File: src/verilog/nsu_pkg.sv
// constants and types of the nibble serial unit
package nsu_pkg;

	// -----------------------------------------------------------------
	// register byte addresses
	// -----------------------------------------------------------------
	localparam int          ADDR_W       = 4;
	localparam logic [3:0]  REG_CMD1     = 4'h0;
	localparam logic [3:0]  REG_CMD2     = 4'h4;
	localparam logic [3:0]  REG_STAT     = 4'h8;
	localparam logic [3:0]  REG_BUF      = 4'hC;

	// -----------------------------------------------------------------
	// widths
	// -----------------------------------------------------------------
	localparam int          NIB_W        = 4;
	localparam int          WORD_W       = 8;
	localparam int          DIV_W        = 11;

	// -----------------------------------------------------------------
	// command register one fields
	// -----------------------------------------------------------------
	localparam int          C1_FORCE_STOP_BIT = 3;
	localparam int          C1_RATE_HI        = 2;
	localparam int          C1_RATE_LO        = 0;
	localparam logic [3:0]  CMD1_RST          = 4'h0;

	// -----------------------------------------------------------------
	// command register two fields and mode codes
	// -----------------------------------------------------------------
	localparam int          C2_ENABLE_BIT  = 3;
	localparam int          C2_MODE_HI     = 2;
	localparam int          C2_MODE_LO     = 1;
	localparam int          C2_EXT_CLK_BIT = 0;
	localparam logic [3:0]  CMD2_RST       = 4'h0;
	localparam logic [1:0]  MODE_TX        = 2'h1;
	localparam logic [1:0]  MODE_RX        = 2'h2;
	localparam logic [1:0]  MODE_TXRX      = 2'h3;

	// -----------------------------------------------------------------
	// status register fields
	// -----------------------------------------------------------------
	localparam int          ST_ACTIVE_BIT  = 3;
	localparam int          ST_SEF_BIT     = 2;
	localparam int          ST_IRQ_BIT     = 1;
	localparam int          ST_RXFULL_BIT  = 0;

	// -----------------------------------------------------------------
	// bit counts per word
	// -----------------------------------------------------------------
	localparam logic [2:0]  LAST_BIT_4     = 3'h3;
	localparam logic [2:0]  LAST_BIT_8     = 3'h7;

	// -----------------------------------------------------------------
	// internal serial clock timing
	// -----------------------------------------------------------------
	localparam int          CLK_PERIOD_NS    = 8;
	localparam int          SCK_HALF_BASE_NS = 32;
	localparam logic [DIV_W-1:0] SCK_HALF_CYC =
		DIV_W'((SCK_HALF_BASE_NS + CLK_PERIOD_NS - 1) / CLK_PERIOD_NS);

	// -----------------------------------------------------------------
	// transfer engine states
	// -----------------------------------------------------------------
	typedef enum logic [2:0] {
		ST_IDLE  = 3'b001,
		ST_SHIFT = 3'b010,
		ST_WAIT  = 3'b100
	} nsu_state_e;

endpackage

File: src/verilog/nsu_serial_unit.sv
// clocked serial unit with nibble buffer, avalon register slave
// Operation
// software sets enable, polls end flag, clears
// one-word reception raises buffer interrupt once
// software selects mode, loads data, then enables
// drive out on leading, sample on trailing
// full shift register moves to buffer, interrupts
// first buffer access low nibble, next high
// internal clock stops until buffer serviced
// external clock: software services before next shift
// software writes transmit data after reading all
// enable cleared: finish current word, then end
// active flag status bit 3 clears at end
// command two 0110B/1110B select mode, start
// force-stop bit 3 aborts transfer
// forced stop resets shift counter
// force-stop self clears, other bits untouched
// forced stop sets clock and data high (data only in transmit modes here)
// resumed data pin holds prior bit first
// shift end flag is status bit 2
// mode change discards buffer contents
// serial data leaves least significant bit first
// interrupt withdrawn once buffer accesses done
`timescale 1ns/10ps
`default_nettype none

module nsu_serial_unit (
	// clock and reset
	input  wire logic        core_clk,
	input  wire logic        rst_n,
	// avalon-mm slave
	input  wire logic [3:0]  avs_address,
	input  wire logic        avs_read,
	input  wire logic        avs_write,
	input  wire logic [31:0] avs_writedata,
	input  wire logic [3:0]  avs_byteenable,
	output logic      [31:0] avs_readdata,
	output logic             avs_waitrequest,
	// serial pins
	input  wire logic        sck_in,
	output logic             sck_out,
	output logic             sck_oe_n,
	output logic             so_out,
	input  wire logic        si_in,
	// buffer event
	output logic             serial_buffer_irq
);

	// -----------------------------------------------------------------
	// state
	// -----------------------------------------------------------------
	nsu_pkg::nsu_state_e state;
	nsu_pkg::nsu_state_e next_state;
	logic [3:0]  command_reg_one;
	logic [3:0]  command_reg_two;
	logic [7:0]  shift;
	logic [2:0]  bit_cnt;
	logic [10:0] div_cnt;
	logic        nib_ptr;
	logic        next_ptr;
	logic        rx_unread;
	logic        tx_full;
	logic        word_pend;
	logic        shift_end_flag;
	logic        transfer_active_flag;
	logic        resume_pend;
	logic        so_saved;
	logic        sck_s1, sck_s2, sck_s3, sck_lvl;
	logic        si_s1, si_s2, si_s3, si_lvl;
	logic [3:0]  mem_rd;
	logic [7:0]  mem_word;

	// -----------------------------------------------------------------
	// bus decode
	// -----------------------------------------------------------------
	wire req      = avs_read | avs_write;
	wire acc      = req & ~avs_waitrequest;
	wire wr_acc   = acc & avs_write & avs_byteenable[0];
	wire rd_acc   = acc & avs_read;
	wire sel_cmd1 = avs_address == nsu_pkg::REG_CMD1;
	wire sel_cmd2 = avs_address == nsu_pkg::REG_CMD2;
	wire sel_stat = avs_address == nsu_pkg::REG_STAT;
	wire sel_buf  = avs_address == nsu_pkg::REG_BUF;
	wire wr_cmd1  = wr_acc & sel_cmd1;
	wire wr_cmd2  = wr_acc & sel_cmd2;
	wire wr_buf   = wr_acc & sel_buf;
	wire rd_buf   = rd_acc & sel_buf;

	// mode fields
	// mode and enable decode
	wire [1:0] mode     = command_reg_two[nsu_pkg::C2_MODE_HI:nsu_pkg::C2_MODE_LO];
	wire [1:0] new_mode = avs_writedata[nsu_pkg::C2_MODE_HI:nsu_pkg::C2_MODE_LO];
	wire tx_mode  = (mode == nsu_pkg::MODE_TX) | (mode == nsu_pkg::MODE_TXRX);
	wire rx_mode  = (mode == nsu_pkg::MODE_RX) | (mode == nsu_pkg::MODE_TXRX);
	wire word8    = mode == nsu_pkg::MODE_TXRX;
	wire ext_clk  = command_reg_two[nsu_pkg::C2_EXT_CLK_BIT];
	wire serial_enable_bit = command_reg_two[nsu_pkg::C2_ENABLE_BIT];
	wire force_stop_bit    = command_reg_one[nsu_pkg::C1_FORCE_STOP_BIT];
	wire [2:0] rate = command_reg_one[nsu_pkg::C1_RATE_HI:nsu_pkg::C1_RATE_LO];
	// a new mode discards the buffer
	wire mode_chg = wr_cmd2 & (new_mode != mode);

	// buffer access accounting
	// second access closes an 8-bit word
	wire last_acc   = ~word8 | nib_ptr;
	wire buf_wr     = wr_buf & tx_mode;
	wire tx_done_wr = buf_wr & last_acc;
	wire rx_done_rd = rd_buf & last_acc;

	// -----------------------------------------------------------------
	// serial clock edges
	// -----------------------------------------------------------------
	wire st_idle   = state == nsu_pkg::ST_IDLE;
	wire st_shift  = state == nsu_pkg::ST_SHIFT;
	wire st_wait   = state == nsu_pkg::ST_WAIT;
	wire ext_chg   = (sck_s2 == sck_s3) & (sck_s3 != sck_lvl);
	wire ext_lead  = ext_chg & ~sck_s3;
	wire ext_trail = ext_chg & sck_s3;
	wire div_hit   = st_shift & (div_cnt == 11'h000);
	wire [10:0] half_cyc = nsu_pkg::SCK_HALF_CYC << rate;
	wire lead      = ext_clk ? ext_lead : (div_hit & sck_out);
	wire trail     = ext_clk ? ext_trail : (div_hit & ~sck_out);
	wire last_bit  = bit_cnt == (word8 ? nsu_pkg::LAST_BIT_8 : nsu_pkg::LAST_BIT_4);
	wire word_done = st_shift & trail & last_bit;

	// data level once stages two and three agree, no extra cycle of lag
	wire si_bit = (si_s2 == si_s3) ? si_s3 : si_lvl;

	// received bit enters at the top of the active word
	wire [7:0] shift_r  = {1'b0, shift[7:1]};
	wire [7:0] shift_in = word8 ? {si_bit, shift_r[6:0]} :
		{shift_r[7:4], si_bit, shift_r[2:0]};

	// -----------------------------------------------------------------
	// sequencing terms
	// -----------------------------------------------------------------
	// force-stop aborts a running transfer
	wire abort     = force_stop_bit & ~st_idle;
	wire tx_ready  = ~tx_mode | tx_full;
	// internal clock waits for the unread word
	wire pend_go   = word_pend & (~rx_unread | ext_clk);
	wire rx_load   = st_wait & pend_go;
	// internal clock waits for fresh transmit data
	wire wait_go   = st_wait & ~word_pend & serial_enable_bit &
		(ext_clk ? ext_lead : tx_ready);
	// leave only after the word reached the buffer
	wire wait_end  = st_wait & ~word_pend & ~serial_enable_bit;
	// resume reuses kept shift word
	wire start     = st_idle & serial_enable_bit & ~force_stop_bit &
		(tx_ready | resume_pend);
	wire load_shift = (start | wait_go) & tx_mode & tx_full;
	// buffer full and transmit-empty requests
	wire irq_set   = rx_load | (load_shift & ~rx_mode);
	// withdraw once reads or writes are done
	wire irq_clr   = (rx_done_rd & ~tx_mode) | tx_done_wr | mode_chg;
	wire [7:0] load_word = load_shift ? mem_word : shift;

	// nibble pointer selection
	// pointer restarts at mode setting or interrupt
	assign next_ptr = (irq_set | wr_cmd2) ? 1'b0 :
		((buf_wr | rd_buf) & word8) ? ~nib_ptr : nib_ptr;

	// read mux
	wire [3:0] stat_val = {transfer_active_flag, shift_end_flag, serial_buffer_irq, rx_unread};
	wire [31:0] rd_mux = sel_cmd1 ? {28'h0000000, command_reg_one} :
		sel_cmd2 ? {28'h0000000, command_reg_two} :
		sel_stat ? {28'h0000000, stat_val} :
		sel_buf  ? {28'h0000000, mem_rd} : 32'h00000000;

	// -----------------------------------------------------------------
	// shared buffer
	// -----------------------------------------------------------------
	nsu_nib_mem u_buf (
		.core_clk (core_clk),
		.rst_n    (rst_n),
		.wr_en    (buf_wr),
		.wr_addr  (nib_ptr),
		.wr_data  (avs_writedata[3:0]),
		.ld_en    (rx_load),
		.ld_data  (shift),
		.rd_addr  (next_ptr),
		.rd_data  (mem_rd),
		.word     (mem_word)
	);

	// -----------------------------------------------------------------
	// next state
	// -----------------------------------------------------------------
	always_comb begin
		next_state = state;
		case (state)
			nsu_pkg::ST_IDLE: begin
				if (start)
					next_state = nsu_pkg::ST_SHIFT;
			end
			nsu_pkg::ST_SHIFT: begin
				if (word_done)
					next_state = nsu_pkg::ST_WAIT;
			end
			nsu_pkg::ST_WAIT: begin
				if (wait_end)
					next_state = nsu_pkg::ST_IDLE;
				else if (wait_go)
					next_state = nsu_pkg::ST_SHIFT;
			end
			default: next_state = nsu_pkg::ST_IDLE;
		endcase
		if (abort)
			next_state = nsu_pkg::ST_IDLE;
	end

	// input synchronisers, filtered level after agreement
	always_ff @(posedge core_clk or negedge rst_n) begin
		if (!rst_n) begin
			{sck_s1, sck_s2, sck_s3, sck_lvl} <= 4'hF;
			{si_s1, si_s2, si_s3, si_lvl}     <= 4'hF;
		end else begin
			{sck_s1, sck_s2, sck_s3} <= {sck_in, sck_s1, sck_s2};
			{si_s1, si_s2, si_s3}    <= {si_in, si_s1, si_s2};
			if (sck_s2 == sck_s3)
				sck_lvl <= sck_s3;
			if (si_s2 == si_s3)
				si_lvl <= si_s3;
		end
	end

	// avalon handshake: one wait cycle, effects at the accept edge
	always_ff @(posedge core_clk or negedge rst_n) begin
		if (!rst_n) begin
			avs_waitrequest <= 1'b1;
			avs_readdata    <= 32'h00000000;
		end else begin
			avs_waitrequest <= ~(req & avs_waitrequest);
			if (avs_read & avs_waitrequest)
				avs_readdata <= rd_mux;
		end
	end

	// command registers
	always_ff @(posedge core_clk or negedge rst_n) begin
		if (!rst_n) begin
			command_reg_one <= nsu_pkg::CMD1_RST;
			command_reg_two <= nsu_pkg::CMD2_RST;
		end else begin
			if (wr_cmd1)
				command_reg_one <= avs_writedata[3:0];
			// force-stop self clears once stopped
			else if (force_stop_bit & st_idle)
				command_reg_one[nsu_pkg::C1_FORCE_STOP_BIT] <= 1'b0;
			if (wr_cmd2)
				command_reg_two <= avs_writedata[3:0];
		end
	end

	// buffer bookkeeping flags, set wins over clear
	always_ff @(posedge core_clk or negedge rst_n) begin
		if (!rst_n) begin
			nib_ptr           <= 1'b0;
			rx_unread         <= 1'b0;
			tx_full           <= 1'b0;
			serial_buffer_irq <= 1'b0;
		end else begin
			nib_ptr           <= next_ptr;
			rx_unread         <= rx_load | (rx_unread & ~(rx_done_rd | mode_chg));
			tx_full           <= tx_done_wr | (tx_full & ~(load_shift | mode_chg));
			// one raise per delivered word
			serial_buffer_irq <= irq_set | (serial_buffer_irq & ~irq_clr);
		end
	end

	// transfer engine
	always_ff @(posedge core_clk or negedge rst_n) begin
		if (!rst_n) begin
			state                <= nsu_pkg::ST_IDLE;
			transfer_active_flag <= 1'b0;
			word_pend            <= 1'b0;
			shift_end_flag       <= 1'b0;
		end else begin
			state                <= next_state;
			// active flag follows the engine
			transfer_active_flag <= next_state != nsu_pkg::ST_IDLE;
			word_pend <= (word_done & rx_mode) | (word_pend & ~(rx_load | abort));
			// shift end flag marks a finished word
			shift_end_flag <= word_done | (shift_end_flag & ~(start | wait_go));
		end
	end

	// shift register and bit counter
	always_ff @(posedge core_clk or negedge rst_n) begin
		if (!rst_n) begin
			shift   <= 8'h00;
			bit_cnt <= 3'h0;
		end else begin
			// receive bits gather in the shift register
			if (load_shift)
				shift <= mem_word;
			else if (st_shift & trail)
				shift <= shift_in;
			// counter back to its start
			if (abort | start | wait_go)
				bit_cnt <= 3'h0;
			else if (st_shift & trail)
				bit_cnt <= last_bit ? 3'h0 : bit_cnt + 3'h1;
		end
	end

	// internal serial clock, held high outside shifting
	always_ff @(posedge core_clk or negedge rst_n) begin
		if (!rst_n) begin
			div_cnt  <= 11'h000;
			sck_out  <= 1'b1;
			sck_oe_n <= 1'b1;
		end else begin
			sck_oe_n <= ext_clk;
			// clock stops high on abort or wait
			if (!st_shift | ext_clk | abort) begin
				div_cnt <= half_cyc - 11'h001;
				sck_out <= 1'b1;
			end else if (div_hit) begin
				div_cnt <= half_cyc - 11'h001;
				sck_out <= ~sck_out;
			end else begin
				div_cnt <= div_cnt - 11'h001;
			end
		end
	end

	// serial data out
	always_ff @(posedge core_clk or negedge rst_n) begin
		if (!rst_n) begin
			so_out      <= 1'b1;
			so_saved    <= 1'b1;
			resume_pend <= 1'b0;
		end else begin
			// data pin high on abort in transmit modes, remember bit
			if (abort & tx_mode) begin
				so_out      <= 1'b1;
				so_saved    <= so_out;
				resume_pend <= 1'b1;
			// resumed pin shows the held bit
			end else if (start & resume_pend) begin
				so_out      <= so_saved;
				resume_pend <= 1'b0;
			// drive on the leading edge
			// lowest bit leaves first
			end else if (st_shift & lead & tx_mode) begin
				so_out <= shift[0];
			end else if (wait_go & ext_clk & tx_mode) begin
				so_out <= load_word[0];
			end
		end
	end
endmodule

`default_nettype wire

File: src/verilog/nsu_nib_mem.sv
// two-nibble shared transmit and receive buffer
`timescale 1ns/10ps
`default_nettype none

module nsu_nib_mem (
	// clock and reset
	input  wire logic                        core_clk,
	input  wire logic                        rst_n,
	// nibble write port
	input  wire logic                        wr_en,
	input  wire logic                        wr_addr,
	input  wire logic [nsu_pkg::NIB_W-1:0]   wr_data,
	// whole word load port
	input  wire logic                        ld_en,
	input  wire logic [nsu_pkg::WORD_W-1:0]  ld_data,
	// nibble read port and whole word
	input  wire logic                        rd_addr,
	output logic      [nsu_pkg::NIB_W-1:0]   rd_data,
	output logic      [nsu_pkg::WORD_W-1:0]  word
);

	logic [nsu_pkg::WORD_W-1:0] next_word;

	// per-nibble next content, word load beats nibble write
	genvar i;
	generate
		for (i = 0; i < 2; i = i + 1) begin : g_nib
			assign next_word[i*4 +: 4] = ld_en ? ld_data[i*4 +: 4] :
				(wr_en && (wr_addr == 1'(i))) ? wr_data : word[i*4 +: 4];
		end
	endgenerate

	// storage and registered read, forwarding same-edge updates
	always_ff @(posedge core_clk or negedge rst_n) begin
		if (!rst_n) begin
			word    <= 8'h00;
			rd_data <= 4'h0;
		end else begin
			word    <= next_word;
			rd_data <= rd_addr ? next_word[7:4] : next_word[3:0];
		end
	end

endmodule

`default_nettype wire

File: config.mk
export PLATFORM = sky130hd
export DESIGN_NAME = nsu_serial_unit
export DESIGN_NICKNAME = d
export VERILOG_FILES = /design/src/verilog/nsu_pkg.sv /design/src/verilog/nsu_serial_unit.sv /design/src/verilog/nsu_nib_mem.sv
export SDC_FILE = /design/constraint.sdc
export NUM_CORES = 1
export LEC_CHECK = 0
export BUFFER_PORTS_ARGS = -buffer_cell sky130_fd_sc_hd__buf_4
export CORE_MARGIN = 5
export CORE_UTILIZATION = 55
export CTS_CLUSTER_DIAMETER = 150
export DETAILED_ROUTE_END_ITERATION = 8
export PLACE_DENSITY = 0.81
export SETUP_SLACK_MARGIN = 0.4
export SLEW_MARGIN = 25
export SYNTH_ARGS = -nofsm -noshare
export SYNTH_HDL_FRONTEND = slang
export SYNTH_SLANG_ARGS = --single-unit
File: constraint.sdc
create_clock -name core_clk -period 3.9 [get_ports core_clk]
set_input_delay 0.39 -clock core_clk [delete_from_list [all_inputs] [get_ports core_clk]]
set_output_delay 0.39 -clock core_clk [all_outputs]
set_load 0.03 [all_outputs]
# After elaboration in Yosys (flattened, before gate mapping)

Index checks and enable logic that the tools add are counted.

Register bits: 98
Bits in latches: 0
RAM bits: 0
ROM bits: 0
Input bits: 46
Output and inout bits: 37
Word-level logic and storage cells: 195
Memories: 0

Add/subtract/negate cells: 3
Multiply operators: 0
Div/mod/pow operators: 0
$lt $le $gt $ge: 0
Equality and inequality tests: 15
Shift operators: 1
Muxes and demuxes: 41
Bitwise logic cells: 93
Reductions and logical operators: 11

Operators with widths:

| operator                | number |
|---|---|
| $and A1 B1 Y1           | 50 |
| $mux W4                 | 9 |
| $mux W3                 | 9 |
| $or A1 B1 Y1            | 25 |
| $mux W8                 | 3 |
| $mux W11                | 2 |
| $sub A11 B1 Y11 const B | 2 |
| $not A1 Y1              | 18 |
| $mux W1                 | 17 |
| $logic_not A11 Y1       | 1 |
| $shl A3 B3 Y11 const A  | 1 |
| $reduce_bool A2 Y1      | 5 |
| $pmux W3 S3             | 1 |
| $eq A4 B4 Y1 const B    | 2 |
| $eq A2 B2 Y1 const B    | 2 |
| $eq A4 B3 Y1 const B    | 1 |
| $logic_not A4 Y1        | 1 |
| $reduce_bool A4 Y1      | 1 |
| $add A3 B1 Y3 const B   | 1 |
| $eq A3 B1 Y1 const B    | 1 |
| $eq A3 B2 Y1 const B    | 1 |
| $eq A3 B3 Y1            | 1 |
| $eq A3 B3 Y1 const B    | 1 |
| $ne A3 B1 Y1 const B    | 1 |
| 6 further kinds         | 8 |

# Depth between registers and ports, before layout

Depth in word-level cells: 14
Gate-level depth with buffers: 9
Depth with buffers taken out: 7

# By module

Synthesis repeated with hierarchy kept, for this count alone.

Cells, all modules: 370
Area, all modules: 3870.0 um2

By module, submodules not included:

| module          | times used | cells an instance | area an instance (um2) | sequential area each (um2) |
|---|---|---|---|---|
| nsu_serial_unit | 1          | 317               | 3213.1                 | 1468.9 |
| nsu_nib_mem     | 1          | 53                | 656.9                  | 300.3 |

# Least setup slack after synthesis

OpenSTA, ideal clock, no wires.

Path type: register to register
Start point: reg sck_lvl
End point: reg u_buf.rd_data[0] (netlist bit)
Library setup time: 125 ps
Data arrival time: 2041 ps
Required time: 3775 ps
Slack: 1734 ps
Stages on the path, launching flop included: 6
Buffers on the path: 0
Period minus slack after synthesis: 2166 ps
Cell sequence: dfstp_2 > or3b_1 > a211oi_2 > o211ai_2 > o2111ai_2 > mux2_2

Cells in the longest elaborated chain, start to end: 13

Ends and longest elaborated chain:

| element                    | RTL line               | source |
|---|---|---|
| start: declaration         | nsu_serial_unit.sv:68  | `logic sck_s1, sck_s2, sck_s3, sck_lvl;` |
| start signal: assignment   | nsu_serial_unit.sv:221 | `sck_lvl <= sck_s3;` |
| $ne A1 B1 Y1               | nsu_serial_unit.sv:116 | `wire ext_chg = (sck_s2 == sck_s3) & (sck_s3 != sck_lvl);` |
| $and A1 B1 Y1              | nsu_serial_unit.sv:116 |  |
| $and A1 B1 Y1              | nsu_serial_unit.sv:117 | `wire ext_lead = ext_chg & ~sck_s3;` |
| $mux W1                    | nsu_serial_unit.sv:145 | `(ext_clk ? ext_lead : tx_ready);` |
| $and A1 B1 Y1              | nsu_serial_unit.sv:144 | `wire wait_go = st_wait & ~word_pend & serial_enable_bit &` |
| $or A1 B1 Y1               | nsu_serial_unit.sv:151 | `wire load_shift = (start \| wait_go) & tx_mode & tx_full;` |
| $and A1 B1 Y1 (2 in a row) | nsu_serial_unit.sv:151 |  |
| $and A1 B1 Y1              | nsu_serial_unit.sv:153 | `wire irq_set = rx_load \| (load_shift & ~rx_mode);` |
| $or A1 B1 Y1               | nsu_serial_unit.sv:153 |  |
| $or A1 B1 Y1               | nsu_serial_unit.sv:160 | `assign next_ptr = (irq_set \| wr_cmd2) ? 1'b0 :` |
| $mux W1                    | nsu_serial_unit.sv:160 |  |
| $mux W4                    | nsu_nib_mem.sv:40      | `rd_data <= rd_addr ? next_word[7:4] : next_word[3:0];` |
| end signal: assignment     | nsu_nib_mem.sv:40      |  |
| end: declaration           | nsu_nib_mem.sv:18      | `output logic [nsu_pkg::NIB_W-1:0] rd_data,` |

No other way between the ends.
A chain may end at the register's enable or synchronous reset.

# Worst setup path in the final report

Start point: reg sck_lvl
End point: reg u_buf.rd_data[3] (netlist bit)

The elaborated chain is that of the path after synthesis.

==> flow_metrics.tcl <==
set metrics [dict create \
    status "completed" \
    grt_remaining_overflow 0 \
    final_cell_mix "dfrtp_1, nor2_1, conb_1" \
    clock-skew-final_ns 0.01349 \
    synthArstFlopShare_pct 100.0 \
    synth_top_area_share_pct 37.05 \
    ys.warnings.count 0 \
    cts_setup_buffers 0 \
    syn_avg_cell_area_um2 10.09 \
    ir_worst_vdd_mv 0.2906 \
    dieHeight_um 92.93 \
    tritoncts "done" \
    setup_violations 0 \
    antenna_found_initial 0 \
    slew-limit-headroom_pct 41.49 \
    fin_crit_sh_pct 63.61 \
    arrival_ns 2.72 \
    worst_pin_slew_ns 0.8777 \
    routed_wl_um 7973 \
    areaGrowthSynthToFinish_pct 7.377 \
    cp.required_ns 4.14 \
    synthDistinctLibCells 64 \
    hpwlAfterDp_um 5698 \
    power_uw 1758 \
    reg2reg_depth 5 \
    maxCapViolCount 0 \
    cp-end-kind "register" \
    fmaxAchievable_mhz 403.1 \
    drc 0 \
    clockBufferDepth 2 \
    grt_pass1_vias 2759 \
    cp-start-kind "register" \
    grt_max_degree 71 \
    dp_worst_setup_slack_ns 1.462 \
    clkLatencyLatePin_ns 0.36 \
    clkSinkCount 70 \
    synthCells 375 \
    yosysSeqAreaShare_pct 46.77 \
    path_max_fanout 5 \
    htreeDepth 3 \
    criticalPathCategory "reg2reg" \
    core_um2 6756 \
    post_drt_wl_per_cell_um 16.82 \
    synth_ff_type "dfrtp_1" \
    avgViaCountPerCell 5.774 \
    tns_ns 0 \
    hp-class "in2async" \
    start_util_pct 55.98 \
    synth_edf_count 0 \
    synth_area_leaders "dfrtp_1, dfstp_2, buf_4" \
    slew_violations 0 \
    hold_viol_final 0 \
    globalplace.congestion 0.8793 \
    pin_count 83 \
    die_area_um2 8635 \
    drtAntennaViolNets 0 \
    cts_root_buf "clkbuf_8" \
    fin_ws_ns 1.419 \
    numCtsBuffers 9 \
    antennaDiodeCount 0 \
    dr.pass1.iters 4 \
    power_leakage_uw 0.001778 \
    synth.largest_area_cell "dfrtp_1" \
    drtIter0Drc 200 \
    path_clk_slew_ns 0.07 \
    final_common_cell "dfrtp_1" \
    rsz0062_at_grt "false" \
    drive_gt1_share_pct 21.57 \
    vias 2737 \
    synth-seq-cells 70 \
    track_usage_pct 19.93 \
    rows 30 \
    min_period_ns 2.481 \
    cts_resized 0 \
    netlist_area_um2 3782 \
    die_x_um 92.93 \
    hold_buffers 0 \
    p_per_area_nw_per_um2 432.9 \
    port_buffers 23 \
    grt_pass1_wl_um 13470 \
    nets 438 \
]
cell type report:
cell class,instances,area [um^2]
fill,546,2695
sequential,70,1769
multi-input combinational,270,1738
timing repair buffer,23,172.7
clock buffer,11,141.4
tap,80,100.1
clock inverter,5,83.83
inverter,15,56.30
cell usage after synthesis (all sizes together) (3+ instances only):
cell type and instances:
a21oi 27, a221o 4, a22oi 9, buf 35
clkbuf 12, dfrtp 56, dfstp 14, ha 3
inv 15, mux2 16, mux2i 9, nand2 26
nand2b 3, nand3 6, nor2 34, nor3 8
nor3b 7, nor4 5, o211ai 3, o21ai 21
or2 3, or3 6, or3b 3, or4 4
xnor2 10, xor2 4
through the flow:
stage | hold WS [ns] | cell area (um^2) | utilization [%] | std cells
floorplan | 0.09441 | 3884 | - | 402
global placement | 0.3473 | 3836 | 56.78 | 458
detailed placement | 0.3495 | 3836 | 56.78 | 458
CTS | 0.1330 | 4061 | 60.11 | 474
global route | 0.1200 | 4061 | 60.11 | 474
finish | 0.1418 | 4061 | 60.11 | 474
flip-flops by register name, indices dropped and copies added (netlist names), 3 cells and up:
register / cells
u_buf.word: 8
command_reg_two: 4
bit_cnt: 3
avs_readdata: 4
u_buf.rd_data: 4
state: 3
command_reg_one: 4
shift: 8
div_cnt: 11
critical path: stages, from the launching register on:
cell and delay (ns):
dfstp_2 0.54, or3b_1 0.44, a211oi_2 0.37, o211ai_2 0.22, o2111ai_2 0.40, mux2_2 0.39
cells by family (layout without fill, tap and decap cells):
logic type	count (synthesis)	count (layout)	share of synthesized area, %
other cells	1	28	0.09914
fa+ha+maj	5	5	1.522
buf+inv	62	54	9.957
simple gates	119	119	17.83
mux	25	25	7.145
flops	70	70	46.77
compound gates	79	79	13.43
xor+xnor	14	14	3.242
report_power, final:
group | leakage, uW | internal (uW) | switching, uW
combinational | 0.000830 | 94.1 | 156
clock | 0.000106 | 379 | 280
sequential | 0.000842 | 783 | 66.7
total | 0.00178 | 1260 | 503
path summary, 6_finish.rpt:
kind                         start          endpoint  slack, ns
max in group asynchronous    rst_n         word_pend       3.16
max reg2reg                sck_lvl  u_buf.rd_data[3]       1.42
min reg2reg                  si_s1             si_s2       0.36
min                          rst_n          state[1]       0.14
max                        sck_lvl  u_buf.rd_data[3]       1.42
min in group core_clk       sck_in            sck_s1       0.15
per-layer routing:
layer	global-route usage (%)	share of wire, %
met2	33.41	52
met1	24.95	41
met3	5.686	5.2
met5	0	0
met4	5.983	1.5
No activity file was read; power rests on OpenSTA's default activity.
